**src/logic/bfps_pkg.sv**
```systemverilog
// Purpose: Constants shared by the buck fault protection sequencer
// Assumes: 10 MHz block clock
// Notes:   Times kept in their own units, cycle counts derived here
package bfps_pkg;
   localparam int CLK_MHZ      = 10;
   localparam int HICCUP_MS    = 50;
   localparam int PG_DELAY_US  = 1100;
   localparam int INIT_US      = 100;
   localparam int HICCUP_CYC   = HICCUP_MS * 1000 * CLK_MHZ;
   localparam int PG_CYC       = PG_DELAY_US * CLK_MHZ;
   localparam int INIT_CYC     = INIT_US * CLK_MHZ;
   localparam int HIC_W        = 20;
   localparam int PG_W         = 14;
   localparam int INIT_W       = 11;
   localparam int REF_W        = 8;
   localparam int SYNC_W       = 9;
   // Register map, byte addresses
   localparam logic [7:0] ADDR_CTRL   = 8'h00;
   localparam logic [7:0] ADDR_STATUS = 8'h04;
   localparam logic [7:0] ADDR_LIMIT  = 8'h08;
   // Control fields
   localparam int CTRL_ENABLE  = 0;
   localparam int CTRL_TRACK   = 1;
   localparam logic [1:0] CTRL_RESET = 2'h0;
   typedef enum logic [2:0] {
      ST_OFF    = 3'b000,
      ST_INIT   = 3'b001,
      ST_SOFT   = 3'b010,
      ST_RUN    = 3'b011,
      ST_HICCUP = 3'b100,
      ST_THERM  = 3'b101
   } bfps_state_type;
   typedef enum logic [1:0] {
      OV_NONE = 2'b00,
      OV_PULL = 2'b01,
      OV_PARK = 2'b10
   } bfps_ov_type;
endpackage

```
**src/logic/bfps_sequencer.sv**
```systemverilog
// Purpose: Fault handling sequencer of a synchronous buck controller
// Assumes: Comparator results arrive asynchronously; pwm_req and
//          cycle_start come from the on-chip modulator on sys_clk
// Notes:   Long counts are parameters so simulation can shorten them
//
// The placing of the registers and the address-and-strobe port were chosen for this implementation.
`timescale 1ns/1ns
module bfps_sequencer
   import bfps_pkg::*;
#(
   parameter logic [HIC_W-1:0] HICCUP_CYCLES = HIC_W'(bfps_pkg::HICCUP_CYC),
   parameter logic [PG_W-1:0]  PG_CYCLES     = PG_W'(bfps_pkg::PG_CYC)
) (
   // Clock and reset
   input  wire logic                      sys_clk,
   input  wire logic                      reset_n,
   // Register port
   input  wire logic [7:0]                addr,
   input  wire logic [31:0]               wdata,
   input  wire logic                      wr_stb,
   input  wire logic                      rd_stb,
   output logic [31:0]                    rdata,
   // Modulator, same clock
   input  wire logic                      pwm_req,
   input  wire logic                      cycle_start,
   input  wire logic [bfps_pkg::REF_W-1:0] limit_sample,
   // Analog comparators, asynchronous
   input  wire logic                      supply_lockout,
   input  wire logic                      overcurrent_trip,
   input  wire logic                      overvoltage_trip,
   input  wire logic                      above_110_pct,
   input  wire logic                      above_nominal,
   input  wire logic                      feedback_in_window,
   input  wire logic                      temp_above_160,
   input  wire logic                      temp_below_145,
   input  wire logic                      ramp_done,
   // Power stage and status
   output logic                           high_side_gate,
   output logic                           low_side_gate,
   output logic                           softstart_discharge,
   output logic                           ref_clamp_min,
   output logic                           limit_probe_en,
   output logic [bfps_pkg::REF_W-1:0]     limit_ref,
   output logic                           output_ok_flag
);
   import bfps_pkg::*;

   logic [SYNC_W-1:0] sync_a;
   logic [SYNC_W-1:0] sync_b;
   logic              lockout_s;
   logic              oc_s;
   logic              ov_s;
   logic              ov110_s;
   logic              nom_s;
   logic              win_s;
   logic              hot_s;
   logic              cool_s;
   logic              ramp_s;
   logic [1:0]        ctrl;
   bfps_state_type    state;
   bfps_ov_type       ov_mode;
   logic [HIC_W-1:0]  hic_cnt;
   logic [INIT_W-1:0] init_cnt;
   logic [PG_W-1:0]   pg_cnt;
   logic              oc_seen;
   logic              oc_prev;
   logic              skip;
   logic              from_hiccup;
   logic              switching;
   logic              oc_double;
   logic              next_hs;
   logic              next_ls;

   // First stage feeds only the second stage
   always_ff @(posedge sys_clk or negedge reset_n) begin
      if (!reset_n) begin
         sync_a <= '0;
         sync_b <= '0;
      end else begin
         sync_a <= {supply_lockout, overcurrent_trip, overvoltage_trip,
                    above_110_pct, above_nominal, feedback_in_window,
                    temp_above_160, temp_below_145, ramp_done};
         sync_b <= sync_a;
      end
   end
   assign {lockout_s, oc_s, ov_s, ov110_s, nom_s, win_s, hot_s, cool_s,
           ramp_s} = sync_b;

   assign switching = (state == ST_SOFT) || (state == ST_RUN);
   assign oc_double = cycle_start && oc_seen && oc_prev;

   // Control register
   always_ff @(posedge sys_clk or negedge reset_n) begin
      if (!reset_n) begin
         ctrl <= CTRL_RESET;
      end else if (wr_stb && addr == ADDR_CTRL) begin
         ctrl <= wdata[1:0];
      end
   end

   // Read data stand for one cycle after the strobe only
   always_ff @(posedge sys_clk or negedge reset_n) begin
      if (!reset_n) begin
         rdata <= '0;
      end else if (!rd_stb) begin
         rdata <= '0;
      end else if (addr == ADDR_CTRL) begin
         rdata <= {30'h0, ctrl};
      end else if (addr == ADDR_STATUS) begin
         rdata <= {22'h0, lockout_s, from_hiccup, skip, output_ok_flag,
                   ov_mode, 1'b0, state};
      end else if (addr == ADDR_LIMIT) begin
         rdata <= {24'h0, limit_ref};
      end else begin
         rdata <= '0;
      end
   end

   // Main sequence
   always_ff @(posedge sys_clk or negedge reset_n) begin
      if (!reset_n) begin
         state       <= ST_OFF;
         hic_cnt     <= '0;
         init_cnt    <= '0;
         from_hiccup <= 1'b0;
         limit_ref   <= '0;
      end else if (lockout_s || !ctrl[CTRL_ENABLE]) begin
         state       <= ST_OFF;
         from_hiccup <= 1'b0;
      end else begin
         case (state)
            ST_OFF: begin
               init_cnt <= '0;
               state    <= ST_INIT;
            end
            ST_INIT: begin
               if (init_cnt == INIT_W'(INIT_CYC - 1)) begin
                  limit_ref <= limit_sample;
                  state     <= ST_SOFT;
               end else begin
                  init_cnt <= init_cnt + 1'b1;
               end
            end
            ST_SOFT, ST_RUN: begin
               if (hot_s) begin
                  state <= ST_THERM;
               end else if (oc_double) begin
                  hic_cnt <= '0;
                  state   <= ST_HICCUP;
               end else if (state == ST_SOFT && ramp_s) begin
                  from_hiccup <= 1'b0;
                  state       <= ST_RUN;
               end
            end
            ST_HICCUP: begin
               // Full off time before the ramp is released again
               if (hic_cnt == HICCUP_CYCLES - 1'b1) begin
                  from_hiccup <= 1'b1;
                  state       <= ST_SOFT;
               end else begin
                  hic_cnt <= hic_cnt + 1'b1;
               end
            end
            ST_THERM: begin
               if (cool_s) begin
                  state <= ST_SOFT;
               end
            end
            default: begin
               state <= ST_OFF;
            end
         endcase
      end
   end

   // Overcurrent sampled in the low side period, judged at cycle start
   always_ff @(posedge sys_clk or negedge reset_n) begin
      if (!reset_n) begin
         oc_seen <= 1'b0;
         oc_prev <= 1'b0;
         skip    <= 1'b0;
      end else if (!switching) begin
         oc_seen <= 1'b0;
         oc_prev <= 1'b0;
         skip    <= 1'b0;
      end else if (cycle_start) begin
         // A trip in the boundary cycle counts for the new cycle
         oc_seen <= oc_s && !pwm_req;
         oc_prev <= oc_seen;
         skip    <= oc_seen;
      end else if (oc_s && !pwm_req) begin
         oc_seen <= 1'b1;
      end
   end

   // Overvoltage hysteresis, armed during soft-start as well
   always_ff @(posedge sys_clk or negedge reset_n) begin
      if (!reset_n) begin
         ov_mode <= OV_NONE;
      end else if (!switching) begin
         ov_mode <= OV_NONE;
      end else if (ov_s) begin
         ov_mode <= OV_PULL;
      end else if (ov_mode == OV_PULL && !ov110_s) begin
         ov_mode <= OV_PARK;
      end else if (ov_mode == OV_PARK && !nom_s) begin
         ov_mode <= OV_NONE;
      end
   end

   always_comb begin
      next_hs = 1'b0;
      next_ls = 1'b0;
      if (switching && !oc_double) begin
         if (ov_mode == OV_PULL || ov_s) begin
            next_ls = 1'b1;
         end else if (ov_mode == OV_PARK) begin
            next_ls = 1'b0;
         end else if (skip) begin
            next_ls = 1'b1;
         end else begin
            next_hs = pwm_req;
            next_ls = !pwm_req;
         end
      end
   end

   // Gates and analog controls; lockout forces both gates and the probe current off
   always_ff @(posedge sys_clk or negedge reset_n) begin
      if (!reset_n) begin
         high_side_gate      <= 1'b0;
         low_side_gate       <= 1'b0;
         softstart_discharge <= 1'b1;
         ref_clamp_min       <= 1'b0;
         limit_probe_en      <= 1'b0;
      end else begin
         high_side_gate      <= next_hs && !lockout_s;
         low_side_gate       <= next_ls && !lockout_s;
         softstart_discharge <= !switching || oc_double;
         ref_clamp_min       <= state == ST_SOFT && from_hiccup
                                && ctrl[CTRL_TRACK];
         limit_probe_en      <= state == ST_INIT && !lockout_s;
      end
   end

   // Output ok: delayed rise, immediate fall
   always_ff @(posedge sys_clk or negedge reset_n) begin
      if (!reset_n) begin
         pg_cnt         <= '0;
         output_ok_flag <= 1'b0;
      end else if (lockout_s || !switching || !win_s) begin
         pg_cnt         <= '0;
         output_ok_flag <= 1'b0;
      end else if (pg_cnt == PG_CYCLES - 1'b1) begin
         output_ok_flag <= 1'b1;
      end else begin
         pg_cnt <= pg_cnt + 1'b1;
      end
   end
endmodule
```
**config.mk**
```make
export PLATFORM = sky130hd
export DESIGN_NAME = bfps_sequencer
export DESIGN_NICKNAME = d
export VERILOG_FILES = /design/src/logic/bfps_pkg.sv /design/src/logic/bfps_sequencer.sv
export SDC_FILE = /design/constraint.sdc
export NUM_CORES = 1
export LEC_CHECK = 0
export BUFFER_PORTS_ARGS = -buffer_cell sky130_fd_sc_hd__buf_4
export CELL_PAD_IN_SITES_DETAIL_PLACEMENT = 1
export CELL_PAD_IN_SITES_GLOBAL_PLACEMENT = 1
export CORE_UTILIZATION = 44
export CTS_CLUSTER_DIAMETER = 30
export DETAILED_ROUTE_END_ITERATION = 8
export GPL_ROUTABILITY_DRIVEN = 0
export GPL_TIMING_DRIVEN = 0
export PLACE_DENSITY = 0.93
export SLEW_MARGIN = 20
export SYNTH_ARGS = -nofsm -noshare
export SYNTH_HDL_FRONTEND = slang
export SYNTH_SLANG_ARGS = --single-unit
export TNS_END_PERCENT = 10
```
**constraint.sdc**
```tcl
create_clock -name sys_clk -period 3.5 [get_ports sys_clk]
set_input_delay 0.175 -clock sys_clk [delete_from_list [all_inputs] [get_ports sys_clk]]
set_output_delay 0.175 -clock sys_clk [all_outputs]
set_load 0.05 [all_outputs]
```
# [After elaboration in Yosys (flattened, before gate mapping)]
# Cells that the tools add are included.
[op_classes] muxes=45 n_eq_ne=27 n_addsub=3 reduce_logical=39 bitwise=1 multipliers=0 magnitude_cmp=0 div_mod_pow=0 shifts=0
[ops] operator="two-way mux 20 bit" count=3
[ops] operator="one-hot mux 20 bit (2 select lines)" count=1
[ops] operator="two-way mux 32 bit" count=1
[ops] operator="two-way mux 14 bit" count=2
[ops] operator="one-hot mux 11 bit (2 select lines)" count=1
[ops] operator="two-way mux 3 bit" count=7
[ops] operator="adder 20 x 1 -> 20 bit, second input constant" count=1
[ops] operator="== test 20 x 19 -> 1 bit, second input constant" count=1
[ops] operator="two-way mux 1 bit" count=20
[ops] operator="two-way mux 10 bit" count=2
[ops] operator="!= test 3 bit, second input constant" count=6
[ops] operator="one-hot mux 3 bit (5 select lines)" count=1
[ops] operator="adder 14 x 1 -> 14 bit, second input constant" count=1
[ops] operator="== test 14 bit, second input constant" count=1
[ops] operator="logical AND 1 bit" count=13
[ops] operator="!= test 2 bit, second input constant" count=6
[ops] operator="adder 11 x 1 -> 11 bit, second input constant" count=1
[ops] operator="== test 11 x 10 -> 1 bit, second input constant" count=1
[ops] operator="two-way mux 11 bit" count=1
[ops] operator="AND reduction 5 bit" count=2
[ops] operator="== test 8 x 3 -> 1 bit, second input constant" count=1
[ops] operator="== test 8 x 4 -> 1 bit, second input constant" count=1
[ops] operator="logical NOT 1 bit" count=8
[ops] operator="logical NOT 8 bit" count=1
[ops] operator="other kinds (19)" count=32
[totals] wordCells=134 ramBits=0 latch_bits=0 memories=0 input_bits=63 out_inout_bits=46 mem_bits_ro=0 regBits=119

# [Longest topological paths before layout]
# Gate-level depths: netlist of the first run.
[depth] depth_word=7 mapped_depth=7

# [Least setup slack after synthesis of the first run]
# OpenSTA, ideal clock, no wires.
[synth_path] path_type="register to register" start="reg init_cnt[4]" end="reg limit_ref[0] in the netlist's numbering" t_arrival_ns=1.912 n_path_buf=1 path_stages_with_launch=6 path_slack_ns=1.463 required_ns=3.375 path_cell_list="dfrtp_1 > or4b_4 > nor4_4 > and3_1 > buf_6 > mux2_4"
[synth_between] elab_chain_len=2
[synth_lines] element="from (decl)" line_no="bfps_sequencer.sv:63" rtl="logic [INIT_W-1:0] init_cnt;"
[synth_lines] element="from (signal assigned)" line_no="bfps_sequencer.sv:141" rtl="init_cnt <= init_cnt + 1'b1;"
[synth_lines] element="== test 11 x 10 -> 1 bit" line_no="bfps_sequencer.sv:137" rtl="if (init_cnt == INIT_W'(INIT_CYC - 1)) begin"
[synth_lines] element="AND reduction 3 bit (no source line)"
[synth_lines] element="to (signal assigned)" line_no="bfps_sequencer.sv:138" rtl="limit_ref <= limit_sample;"
[synth_lines] element="to (decl)" line_no="bfps_sequencer.sv:43" rtl="output logic [bfps_pkg::REF_W-1:0] limit_ref,"
# No other way between the ends.
# A chain may end at the register's enable or synchronous reset.

# [Worst setup path after layout of the first run]
[layout_path] start="reg state[2]" end="reg hic_cnt[17]"
[layout_between] elab_chain_len=4 word_cells_on_any_way=10 cone_classes="eq/ne (6); mux (1); reduce/logical (3)"
[layout_lines] element="from (decl)" line_no="bfps_sequencer.sv:60" rtl="bfps_state_type state;"
[layout_lines] element="from (signal assigned)" line_no="bfps_sequencer.sv:122" rtl="state <= ST_OFF;"
[layout_lines] element="from (signal assigned)" line_no="bfps_sequencer.sv:128" rtl="state <= ST_OFF;"
[layout_lines] element="from (signal assigned)" line_no="bfps_sequencer.sv:134" rtl="state <= ST_INIT;"
[layout_lines] element="== test 3 x 2 -> 1 bit" line_no="bfps_sequencer.sv:131" rtl="case (state)"
[layout_lines] element="OR reduction 2 bit" line_no="bfps_sequencer.sv:131"
[layout_lines] element="!= test 2 bit (no source line) or nonzero test 2 bit (tied branches)"
[layout_lines] element="AND reduction 5 bit (no source line)"
[layout_lines] element="to (signal assigned)" line_no="bfps_sequencer.sv:161" rtl="hic_cnt <= hic_cnt + 1'b1;"
[layout_lines] element="to (decl)" line_no="bfps_sequencer.sv:62" rtl="logic [HIC_W-1:0] hic_cnt;"
# Several ways; a longest one is shown, not always the timed one.

==> results of run 1 <==
-- power by group --
group | switching (mW) | internal (mW)
registers | 0.00947 | 1.13
logic | 0.0991 | 0.0551
clock network | 0.407 | 0.405
-- flip-flops by register name (all words and copies together) (netlist names) --
signal and count:
ctrl 2, from_hiccup 1, hic_cnt 20, high_side_gate 1, init_cnt 11, limit_probe_en 1, limit_ref 8, low_side_gate 1
oc_seen 1, output_ok_flag 1, ov_mode 2, pg_cnt 14, rdata 10, ref_clamp_min 1, skip 1, softstart_discharge 1
state 3, sync_a 9, sync_b 9
-- cell usage after synthesis, types with 6 or more instances --
library cell  number  area (um^2)
o21ai_1            6        30.03
clkbuf_1          10        37.54
a21oi_1           18        90.09
mux2_4             8        120.1
nor3_1            11        55.05
nand3_1           26        130.1
nor2_1            61        229.0
xor2_1            14        122.6
mux2i_1            6        60.06
buf_4             22        165.2
or3_1              6        37.54
dfrtp_1           96         2402
nand4_1            9        56.30
inv_1             12        45.04
nand2_1           33        123.9
o21ai_0           23        115.1
and3_1             7        43.79
nand2b_1           6        37.54
-- metrics by stage --
stage	total power [mW]	cell area, um^2
floorplan	1.246	4603
global placement	1.304	5190
detailed placement	1.308	5194
CTS	2.119	5514
global route	2.174	5514
finish	2.108	5514
-- timing repair --
item,CTS,global route
endpoints found under the hold margin,105,0
setup endpoints to repair,0,0
buffers inserted,0,0
hold buffers,10,0
-- logic make-up after synthesis --
| family | count (synthesis) | share of synthesized area |
|---|---|---|
| AND/OR/NAND/NOR | 183 | 0.2041 |
| flip-flops | 97 | 0.5368 |
| AO/OA/AOI/OAI | 77 | 0.1054 |
| buffers and inverters | 50 | 0.06278 |
| XOR/XNOR | 18 | 0.03484 |
| multiplexers | 16 | 0.04480 |
| adder cells (fa/ha/maj) | 4 | 0.01051 |
| other | 1 | 0.0008289 |
-- worst register-to-register path, stage by stage (launching register included) --
cell and delay, ps:
dfrtp_1 530, or3b_1 390, clkbuf_1 180, nor2_1 190, o21ai_1 130, clkbuf_1 290
or3_1 420, o21ai_0 130
-- cell type report --
cell class              count  area, um^2  share of cell area
flip-flops and latches     97        2429              0.4404
multi-input cells         320        1891              0.3429
repair buffers             66       524.3             0.09508
plain buffers              38       239.0             0.04334
well taps                 133       166.4             0.03018
clock buffers              10       127.6             0.02314
clock inverters             6       92.59             0.01679
inverters                  12       45.04            0.008169
-- metal layers --
layer / GRT usage / wire length (um) / vias up
met4: 0.07584 / 275 / 0
met3: 0.05511 / 494 / 22
met5: 0 / 0 / -
li1: - / - / 1705
met1: 0.2794 / 4873 / 1886
met2: 0.4503 / 6586 / 109
-- path summary, 6_finish.rpt --
kind                           endpoint  slack (ps)
min                        limit_ref[2]          30
max reg2reg                 hic_cnt[17]        1130
min in group asynchronous   init_cnt[2]         440
min reg2reg                   sync_b[1]         360
max in group asynchronous     sync_b[4]        2440
max                         hic_cnt[17]        1130
==> impl_metrics.yaml, run 1 <==
floorplan:
  placeableCoreArea_um2: 9864
  rows: 36
  die-area_um2: 10690
  ioPinCount: 109
  chipHeight_um: 103.4
  floorplan.die.width_um: 103.4
  start_util: 0.4587
critical_path:
  regToRegStartpoint: "state[2]"
  timing.critical_path.to_type: "register"
  crit_path_cell_trace: "or3b_1, clkbuf_1, nor2_1, o21ai_1, clkbuf_1, or3_1, o21ai_0"
  timing_worst_setup_path_type: "reg2reg"
  critical_path.slowest_cell: "dfrtp_1"
  worst-path-max-fanout: 10
  cp_slowest_stage_delay_ps: 530
  path_common_cell: "clkbuf_1"
  cp.depth: 7
  r2r_cells: 7
  crit_path_start: "state[2]"
  critical-path-top-delay-family: "simple AND/OR/NAND/NOR gates"
  worstPathBufferInverterCount: 2
  critical_path_required_ps: 3760
  critical_path.startpoint_type: "register"
  worst-endpoint-arrival_ps: 2630
routing:
  first_iter_violations: 148
  route.detailed.vias_per_inst: 5.457
  routed-via-count: 3722
  drt_drc_violations_left: 0
  detail_route_antenna_nets: 0
  detail_route.wl_per_cell_um: 17.93
  detail_route.wirelength_um: 12230
  drt_pass1_iterations: 4
timing:
  tns_ps: 0
  post-route-worst-setup-slack_ps: 1134
  final-max-slew-violation-count: 0
  relative_slew_margins: 0.4177
  setup_viol: 0
  rsz_0062_raised_after_global_routing: "no"
  finalHoldWorstSlack_ps: 29.39
  max_freq_ghz: 0.4226
  worstMarginPinSlew_ps: 873.4
  layout_min_cycle_time_ps: 2366
  report.final.hold_viol_count: 0
  clock-skew-final_ps: 8.981
  timing.final.crit_share: 0.6760
yosys:
  ys.flop_type: "dfrtp_1"
  ys_seq_elements: 97
  synthesis.area_um2: 4524
  yosysSeqAreaShare: 0.5368
  avgSynthCellArea_um2: 10.14
  number_of_flops_mapped_to_enable_cells_by_yosys: 0
  async_reset_ff_frac: 1.000
  synthDistinctLibCells: 55
  syn-instance-count: 446
  synth_warnings: 0
grt:
  grt_antenna_before_repair: 0
  grt_use_total: 0.2438
  grt_first_pass_wirelength_um: 19550
  grt_max_degree: 98
  number_of_global_route_vias_before_repair: 3933
  overflow: 0
clock_tree:
  tritoncts_clock_tree: "done"
  post_cts_resize_count: 0
  h_tree_level_count: 3
  clock_path_buffers: 2
  clk_transition_reported_paths_ps: 100
  cts_inserted_buffers: 9
  cts.sink_count: 97
  cts_root_buffer: "clkbuf_8"
  source_to_sink_clock_delay_at_the_later_pin_of_the_worst_skew_pair_ps: 370
finish:
  finish.cell_count_without_fillers: 682
  fillerInstances: 1100
  final_layout_size_suffix_gt1_frac: 0.2186
  area_delta_synth_final_pct: 21.88
  layout.cells.most_common_list: "dfrtp_1, buf_4, nor2_1"
  final_common_cell: "dfrtp_1"
  antenna_cells: 0
  nets: 610
  finish.utilization: 0.5590
power_and_ir_drop:
  power.density_cell_area_nw_per_um2: 382.3
  worst_ir_drop_vdd_mv: 0.2215
  cellLeakagePower_nw: 2.548
placement:
  dpl.hpwl_um: 8567
  portBuffers: 56
  place_inst: 656
  place_worst_setup_slack_ps: 1203
outcome:
  status: "complete, no violations"
hold_path:
  min_path_cells: 2
  hold_path_class: "in2reg"
  min-delay-start: "limit_sample[2]"
run:
  cap_violations: 0
Power figures use the tool's default switching activity.
==> inputs of run 2 (changes only) <==
--- a/config.mk
+++ b/config.mk
@@ -8,12 +8,12 @@
 export BUFFER_PORTS_ARGS = -buffer_cell sky130_fd_sc_hd__buf_4
 export CELL_PAD_IN_SITES_DETAIL_PLACEMENT = 1
 export CELL_PAD_IN_SITES_GLOBAL_PLACEMENT = 1
-export CORE_UTILIZATION = 44
+export CORE_UTILIZATION = 41
 export CTS_CLUSTER_DIAMETER = 30
 export DETAILED_ROUTE_END_ITERATION = 8
 export GPL_ROUTABILITY_DRIVEN = 0
 export GPL_TIMING_DRIVEN = 0
-export PLACE_DENSITY = 0.93
+export PLACE_DENSITY = 0.88
 export SLEW_MARGIN = 20
 export SYNTH_ARGS = -nofsm -noshare
 export SYNTH_HDL_FRONTEND = slang
==> constraint.sdc (replaced) <==
create_clock -name sys_clk -period 2.2 [get_ports sys_clk]
set_input_delay 0.11 -clock sys_clk [delete_from_list [all_inputs] [get_ports sys_clk]]
set_output_delay 0.11 -clock sys_clk [all_outputs]
set_load 0.05 [all_outputs]
==> impl_metrics.yaml, run 2 (synthesis results as in run 1) <==
floorplan:
  rows: 37
  start_util: 0.4305
  ioPinCount: 109
  floorplan.die.width_um: 107.0
  die-area_um2: 11460
  chipHeight_um: 107.0
  placeableCoreArea_um2: 10510
critical_path:
  crit_path_cell_trace: "or3b_1, clkbuf_1, nor2_1, o21ai_1, buf_2, or3_1, o21ai_0"
  critical_path.startpoint_type: "register"
  critical_path_required_ps: 2480
  worst-path-max-fanout: 10
  timing_worst_setup_path_type: "reg2reg"
  worst-endpoint-arrival_ps: 2450
  timing.critical_path.to_type: "register"
  r2r_cells: 7
  critical_path.slowest_cell: "dfrtp_2"
  critical-path-top-delay-family: "simple AND/OR/NAND/NOR gates"
  cp.depth: 7
  cp_slowest_stage_delay_ps: 470
  worstPathBufferInverterCount: 2
clock_tree:
  cts_inserted_buffers: 9
  h_tree_level_count: 3
  clk_transition_reported_paths_ps: 100
  clock_path_buffers: 2
  source_to_sink_clock_delay_at_the_later_pin_of_the_worst_skew_pair_ps: 380
  cts.sink_count: 97
  tritoncts_clock_tree: "done"
  cts_root_buffer: "clkbuf_8"
routing:
  drt_drc_violations_left: 0
  detail_route.wirelength_um: 11760
  detail_route_antenna_nets: 0
  routed-via-count: 3708
  route.detailed.vias_per_inst: 5.290
  drt_pass1_iterations: 4
  first_iter_violations: 180
  detail_route.wl_per_cell_um: 16.78
timing:
  rsz_0062_raised_after_global_routing: "yes"
  tns_ps: 0
  worstMarginPinSlew_ps: 883.6
  max_freq_ghz: 0.4624
  layout_min_cycle_time_ps: 2163
  clock-skew-final_ps: 12.55
  setup_viol: 0
  relative_slew_margins: 0.4109
  report.final.hold_viol_count: 0
  final-max-slew-violation-count: 0
  timing.final.crit_share: 0.9831
grt:
  number_of_global_route_vias_before_repair: 3962
  grt_first_pass_wirelength_um: 19180
  overflow: 0
  grt_use_total: 0.2146
  grt_antenna_before_repair: 0
  grt_max_degree: 98
finish:
  fillerInstances: 1166
  finish.utilization: 0.5423
  finish.cell_count_without_fillers: 701
  final_common_cell: "dfrtp_1"
  area_delta_synth_final_pct: 25.97
  nets: 626
  layout.cells.most_common_list: "dfrtp_1, buf_4, nor2_1"
  reg_top3: "hic_cnt x20, pg_cnt x14, init_cnt x11"
  antenna_cells: 0
  final_layout_size_suffix_gt1_frac: 0.2407
  top_register: "hic_cnt"
  largest_register_ffs: 20
run:
  cap_violations: 0
power_and_ir_drop:
  power.density_cell_area_nw_per_um2: 563.8
  worst_ir_drop_vdd_mv: 0.3504
  cellLeakagePower_nw: 2.613
placement:
  portBuffers: 56
  dpl.hpwl_um: 7976
  place_inst: 659
hold_path:
  hold_path_class: "in2reg"
  min_path_cells: 3
outcome:
  status: "complete, no violations"
## run 2: cell types whose count changed in the layout (fill, tap and decap cells not counted), sizes merged
cell         previous run  this run
inv                    12        14
buf                    84        90
clkinv                  2         3
bufinv                  2         0
clkbuf                 20        19
dlygate4sd3            10        20
## run 2: worst reg2reg max path, cell delays in order, from the launching register on
cell,delay [ps]
dfrtp_2,470
or3b_1,400
clkbuf_1,190
nor2_1,200
o21ai_1,120
buf_2,220
or3_1,380
o21ai_0,100
## run 2: final timing paths
check	to	from	slack, ps
max reg2reg	hic_cnt[17]	state[1]	40
min	oc_seen	pwm_req	30
min in group asynchronous	init_cnt[6]	reset_n	390
max in group asynchronous	state[2]	reset_n	1170
max	hic_cnt[17]	state[1]	40
min reg2reg	sync_b[3]	sync_a[3]	360
## run 2: layer usage
layer  up-vias  part of all wire  GRT usage
met5         -                 0          0
met4         0             0.017    0.08513
met3        18             0.039    0.02857
met2        93              0.52     0.3853
met1      1856              0.42     0.2593
li1       1741                 -          -
## run 2: power by group
| part | switching, mW | leakage [nW] | total (mW) | internal (mW) |
|---|---|---|---|---|
| logic | 0.160 | 1.31 | 0.259 | 0.0993 |
| registers | 0.0136 | 1.21 | 1.82 | 1.80 |
| clock network | 0.707 | 0.0905 | 1.14 | 0.433 |
## run 2: stage by stage
step | setup WS [ps] | hold slack [ps] | cell area (um^2) | power, mW
finish | 37.21 | 29.08 | 5699 | 3.213
floorplan | 162.7 | -185.6 | 4603 | 1.982
global route | -49.43 | 36.18 | 5699 | 3.324
detailed placement | -64.30 | 220.3 | 5197 | 2.079
CTS | -7.214 | 20.54 | 5618 | 3.232
global placement | -18.98 | 221.6 | 5194 | 2.074
## run 2: area by class of cell
| cell class | instances | area [um^2] | area share |
|---|---|---|---|
| Timing Repair Buffer | 82 | 669.4 | 0.1175 |
| Sequential cell | 97 | 2431 | 0.4266 |
| Tap cell | 136 | 170.2 | 0.02986 |
| Multi-Input combinational cell | 320 | 1949 | 0.3420 |
| Inverter | 12 | 45.04 | 0.007903 |
| Clock inverter | 7 | 65.06 | 0.01142 |
| Buffer | 38 | 245.2 | 0.04303 |
| Clock buffer | 9 | 123.9 | 0.02173 |
## run 2: timing repair
action                                  4_1_cts  5_1_grt
hold buffers                                 20        0
pin swaps                                     1        2
resized for setup                             4       12
setup buffers                                 2        4
hold endpoints to repair                    115        0
endpoints found under the setup margin       21       30
==> inputs of run 3 (changes only) <==
--- a/config.mk
+++ b/config.mk
@@ -8,6 +8,7 @@
 export BUFFER_PORTS_ARGS = -buffer_cell sky130_fd_sc_hd__buf_4
 export CELL_PAD_IN_SITES_DETAIL_PLACEMENT = 1
 export CELL_PAD_IN_SITES_GLOBAL_PLACEMENT = 1
+export CORE_MARGIN = 2
 export CORE_UTILIZATION = 41
 export CTS_CLUSTER_DIAMETER = 30
 export DETAILED_ROUTE_END_ITERATION = 8
==> impl_metrics.yaml, run 3 (synthesis results as in run 1) <==
clock_tree:
  clk_transition_reported_paths_ps: 100
  cts.sink_count: 97
  cts_inserted_buffers: 9
  source_to_sink_clock_delay_at_the_later_pin_of_the_worst_skew_pair_ps: 390
  cts_root_buffer: "clkbuf_8"
  tritoncts_clock_tree: "done"
  clock_path_buffers: 2
  h_tree_level_count: 3
routing:
  detail_route.wirelength_um: 12530
  route.detailed.vias_per_inst: 5.350
  detail_route_antenna_nets: 0
  routed-via-count: 3761
  drt_pass1_iterations: 4
  first_iter_violations: 178
  detail_route.wl_per_cell_um: 17.82
  drt_drc_violations_left: 0
critical_path:
  worst-path-max-fanout: 8
  critical-path-top-delay-family: "simple AND/OR/NAND/NOR gates"
  critical_path.startpoint_type: "register"
  timing_worst_setup_path_type: "reg2reg"
  regToRegEndpoint: "limit_ref[7]"
  timing.critical_path.to_type: "register"
  worst-endpoint-arrival_ps: 2450
  crit_path_cell_trace: "or4b_4, nor4_4, and3_1, buf_6, mux2_4"
  r2r_cells: 5
  critical_path.slowest_cell: "or4b_4"
  cp_slowest_stage_delay_ps: 530
  regToRegStartpoint: "init_cnt[3]"
  critical_path_required_ps: 2470
  worstPathBufferInverterCount: 1
  rrSetupSlack_ps: 30
power_and_ir_drop:
  p_comb_frac: 0.078
  report.power.total_mw: 3.318
  worst_ir_drop_vdd_mv: 0.3034
  swShare: 0.2551
  total_internal_power_mw: 2.472
  p_seq_frac: 0.547
  cellLeakagePower_nw: 2.618
  total_net_switching_power_uw: 846.4
  power.density_cell_area_nw_per_um2: 580.5
  clkPwrFrac: 0.374
timing:
  report.final.hold_viol_count: 0
  rsz_0062_raised_after_global_routing: "yes"
  timing.final.crit_share: 0.9885
  setup_viol: 0
  max_freq_ghz: 0.4598
  clock-skew-final_ps: 17.75
  layout_min_cycle_time_ps: 2175
  final-max-slew-violation-count: 0
  relative_slew_margins: 0.4097
  finalHoldWorstSlack_ps: 16.88
  tns_ps: 0
  worstMarginPinSlew_ps: 885.5
finish:
  final_layout_size_suffix_gt1_frac: 0.2433
  antenna_cells: 0
  reg_top3: "hic_cnt x20, pg_cnt x14, init_cnt x11"
  nets: 624
  final_common_cell: "dfrtp_1"
  finish.utilization: 0.5296
  multi_input_area_um2: 1947
  layout.cells.most_common_list: "dfrtp_1, buf_4, nor2_1"
  top_register: "hic_cnt"
  area_delta_synth_final_pct: 26.33
  finalInstanceArea_um2: 5715
  sequential_cell_area_um2: 2434
  largest_register_ffs: 20
  fillerInstances: 1210
outcome:
  status: "complete, no violations"
grt:
  grt_antenna_before_repair: 0
  grt_first_pass_wirelength_um: 20020
  number_of_global_route_vias_before_repair: 4135
  overflow: 0
  grt_use_total: 0.2171
  grt_max_degree: 98
floorplan:
  die-area_um2: 11890
  placeableCoreArea_um2: 10790
  ioPinCount: 109
  floorplan.die.width_um: 109.0
  rows: 38
  start_util: 0.4192
  chipHeight_um: 109.0
hold_path:
  hold_path_endpoint: "oc_seen"
  min-delay-start: "pwm_req"
  min_path_cells: 3
  hold_path_class: "in2reg"
run:
  cap_violations: 0
placement:
  postPlaceCellArea_um2: 5202
  portBuffers: 56
  dpl.hpwl_um: 8402
==> run 3: repair_timing <==
item	in CTS	in global routing
pin swaps	1	5
hold buffers	20	0
buffers inserted	0	4
resized for setup	6	15
endpoints found under the hold margin	115	0
gates cloned	0	0
endpoints found under the setup margin	25	29
==> run 3: through the flow <==
stage / instances / setup slack, ps
after floorplan: 467 / 162.7
after global placement: 663 / -2.002
after detailed placement: 663 / -74.61
after CTS: 699 / -59.35
after global routing: 703 / -50.21
final: 703 / 25.36
==> run 3: area by class of cell <==
cell class | instances | share of cell area
Buffer | 38 | 0.04400
Clock buffer | 10 | 0.02408
Clock inverter | 6 | 0.01248
Inverter | 12 | 0.007881
Multi-Input combinational cell | 320 | 0.3406
Sequential cell | 97 | 0.4258
Tap cell | 140 | 0.03065
Timing Repair Buffer | 80 | 0.1145
==> run 3: worst reg2reg max path, stage by stage, from the launching register on <==
cell and delay (ps):
dfrtp_2 440, or4b_4 530, nor4_4 370, and3_1 230, buf_6 180, mux2_4 320
==> run 3: power groups by stage <==
stage | Sequential (mW) | Clock [mW] | Combinational (mW)
CTS | 1.82 | 1.28 | 0.260
finish | 1.82 | 1.24 | 0.260
global placement | 1.85 | 0 | 0.224
global route | 1.82 | 1.34 | 0.281
floorplan | 1.85 | 0 | 0.137
detailed placement | 1.85 | 0 | 0.230
==> run 3: how the worst max path moves through the flow <==
stage / startpoint / endpoint / slack, ps / cells past startpoint
after floorplan: init_cnt[4] / limit_ref[0] / 160 / 5
after global placement: init_cnt[4] / limit_ref[3] / -2 / 5
after detailed placement: hic_cnt[11] / hic_cnt[10] / -70 / 7
after CTS: init_cnt[3] / limit_ref[4] / -60 / 5
after global routing: init_cnt[3] / limit_ref[0] / -50 / 5
final: init_cnt[3] / limit_ref[7] / 30 / 5
==> run 3: per-layer routing <==
| metal | track usage | part of all wire |
|---|---|---|
| met1 | 0.2544 | 0.41 |
| met2 | 0.3926 | 0.53 |
| met3 | 0.03586 | 0.042 |
| met4 | 0.08791 | 0.020 |
| met5 | 0 | 0 |
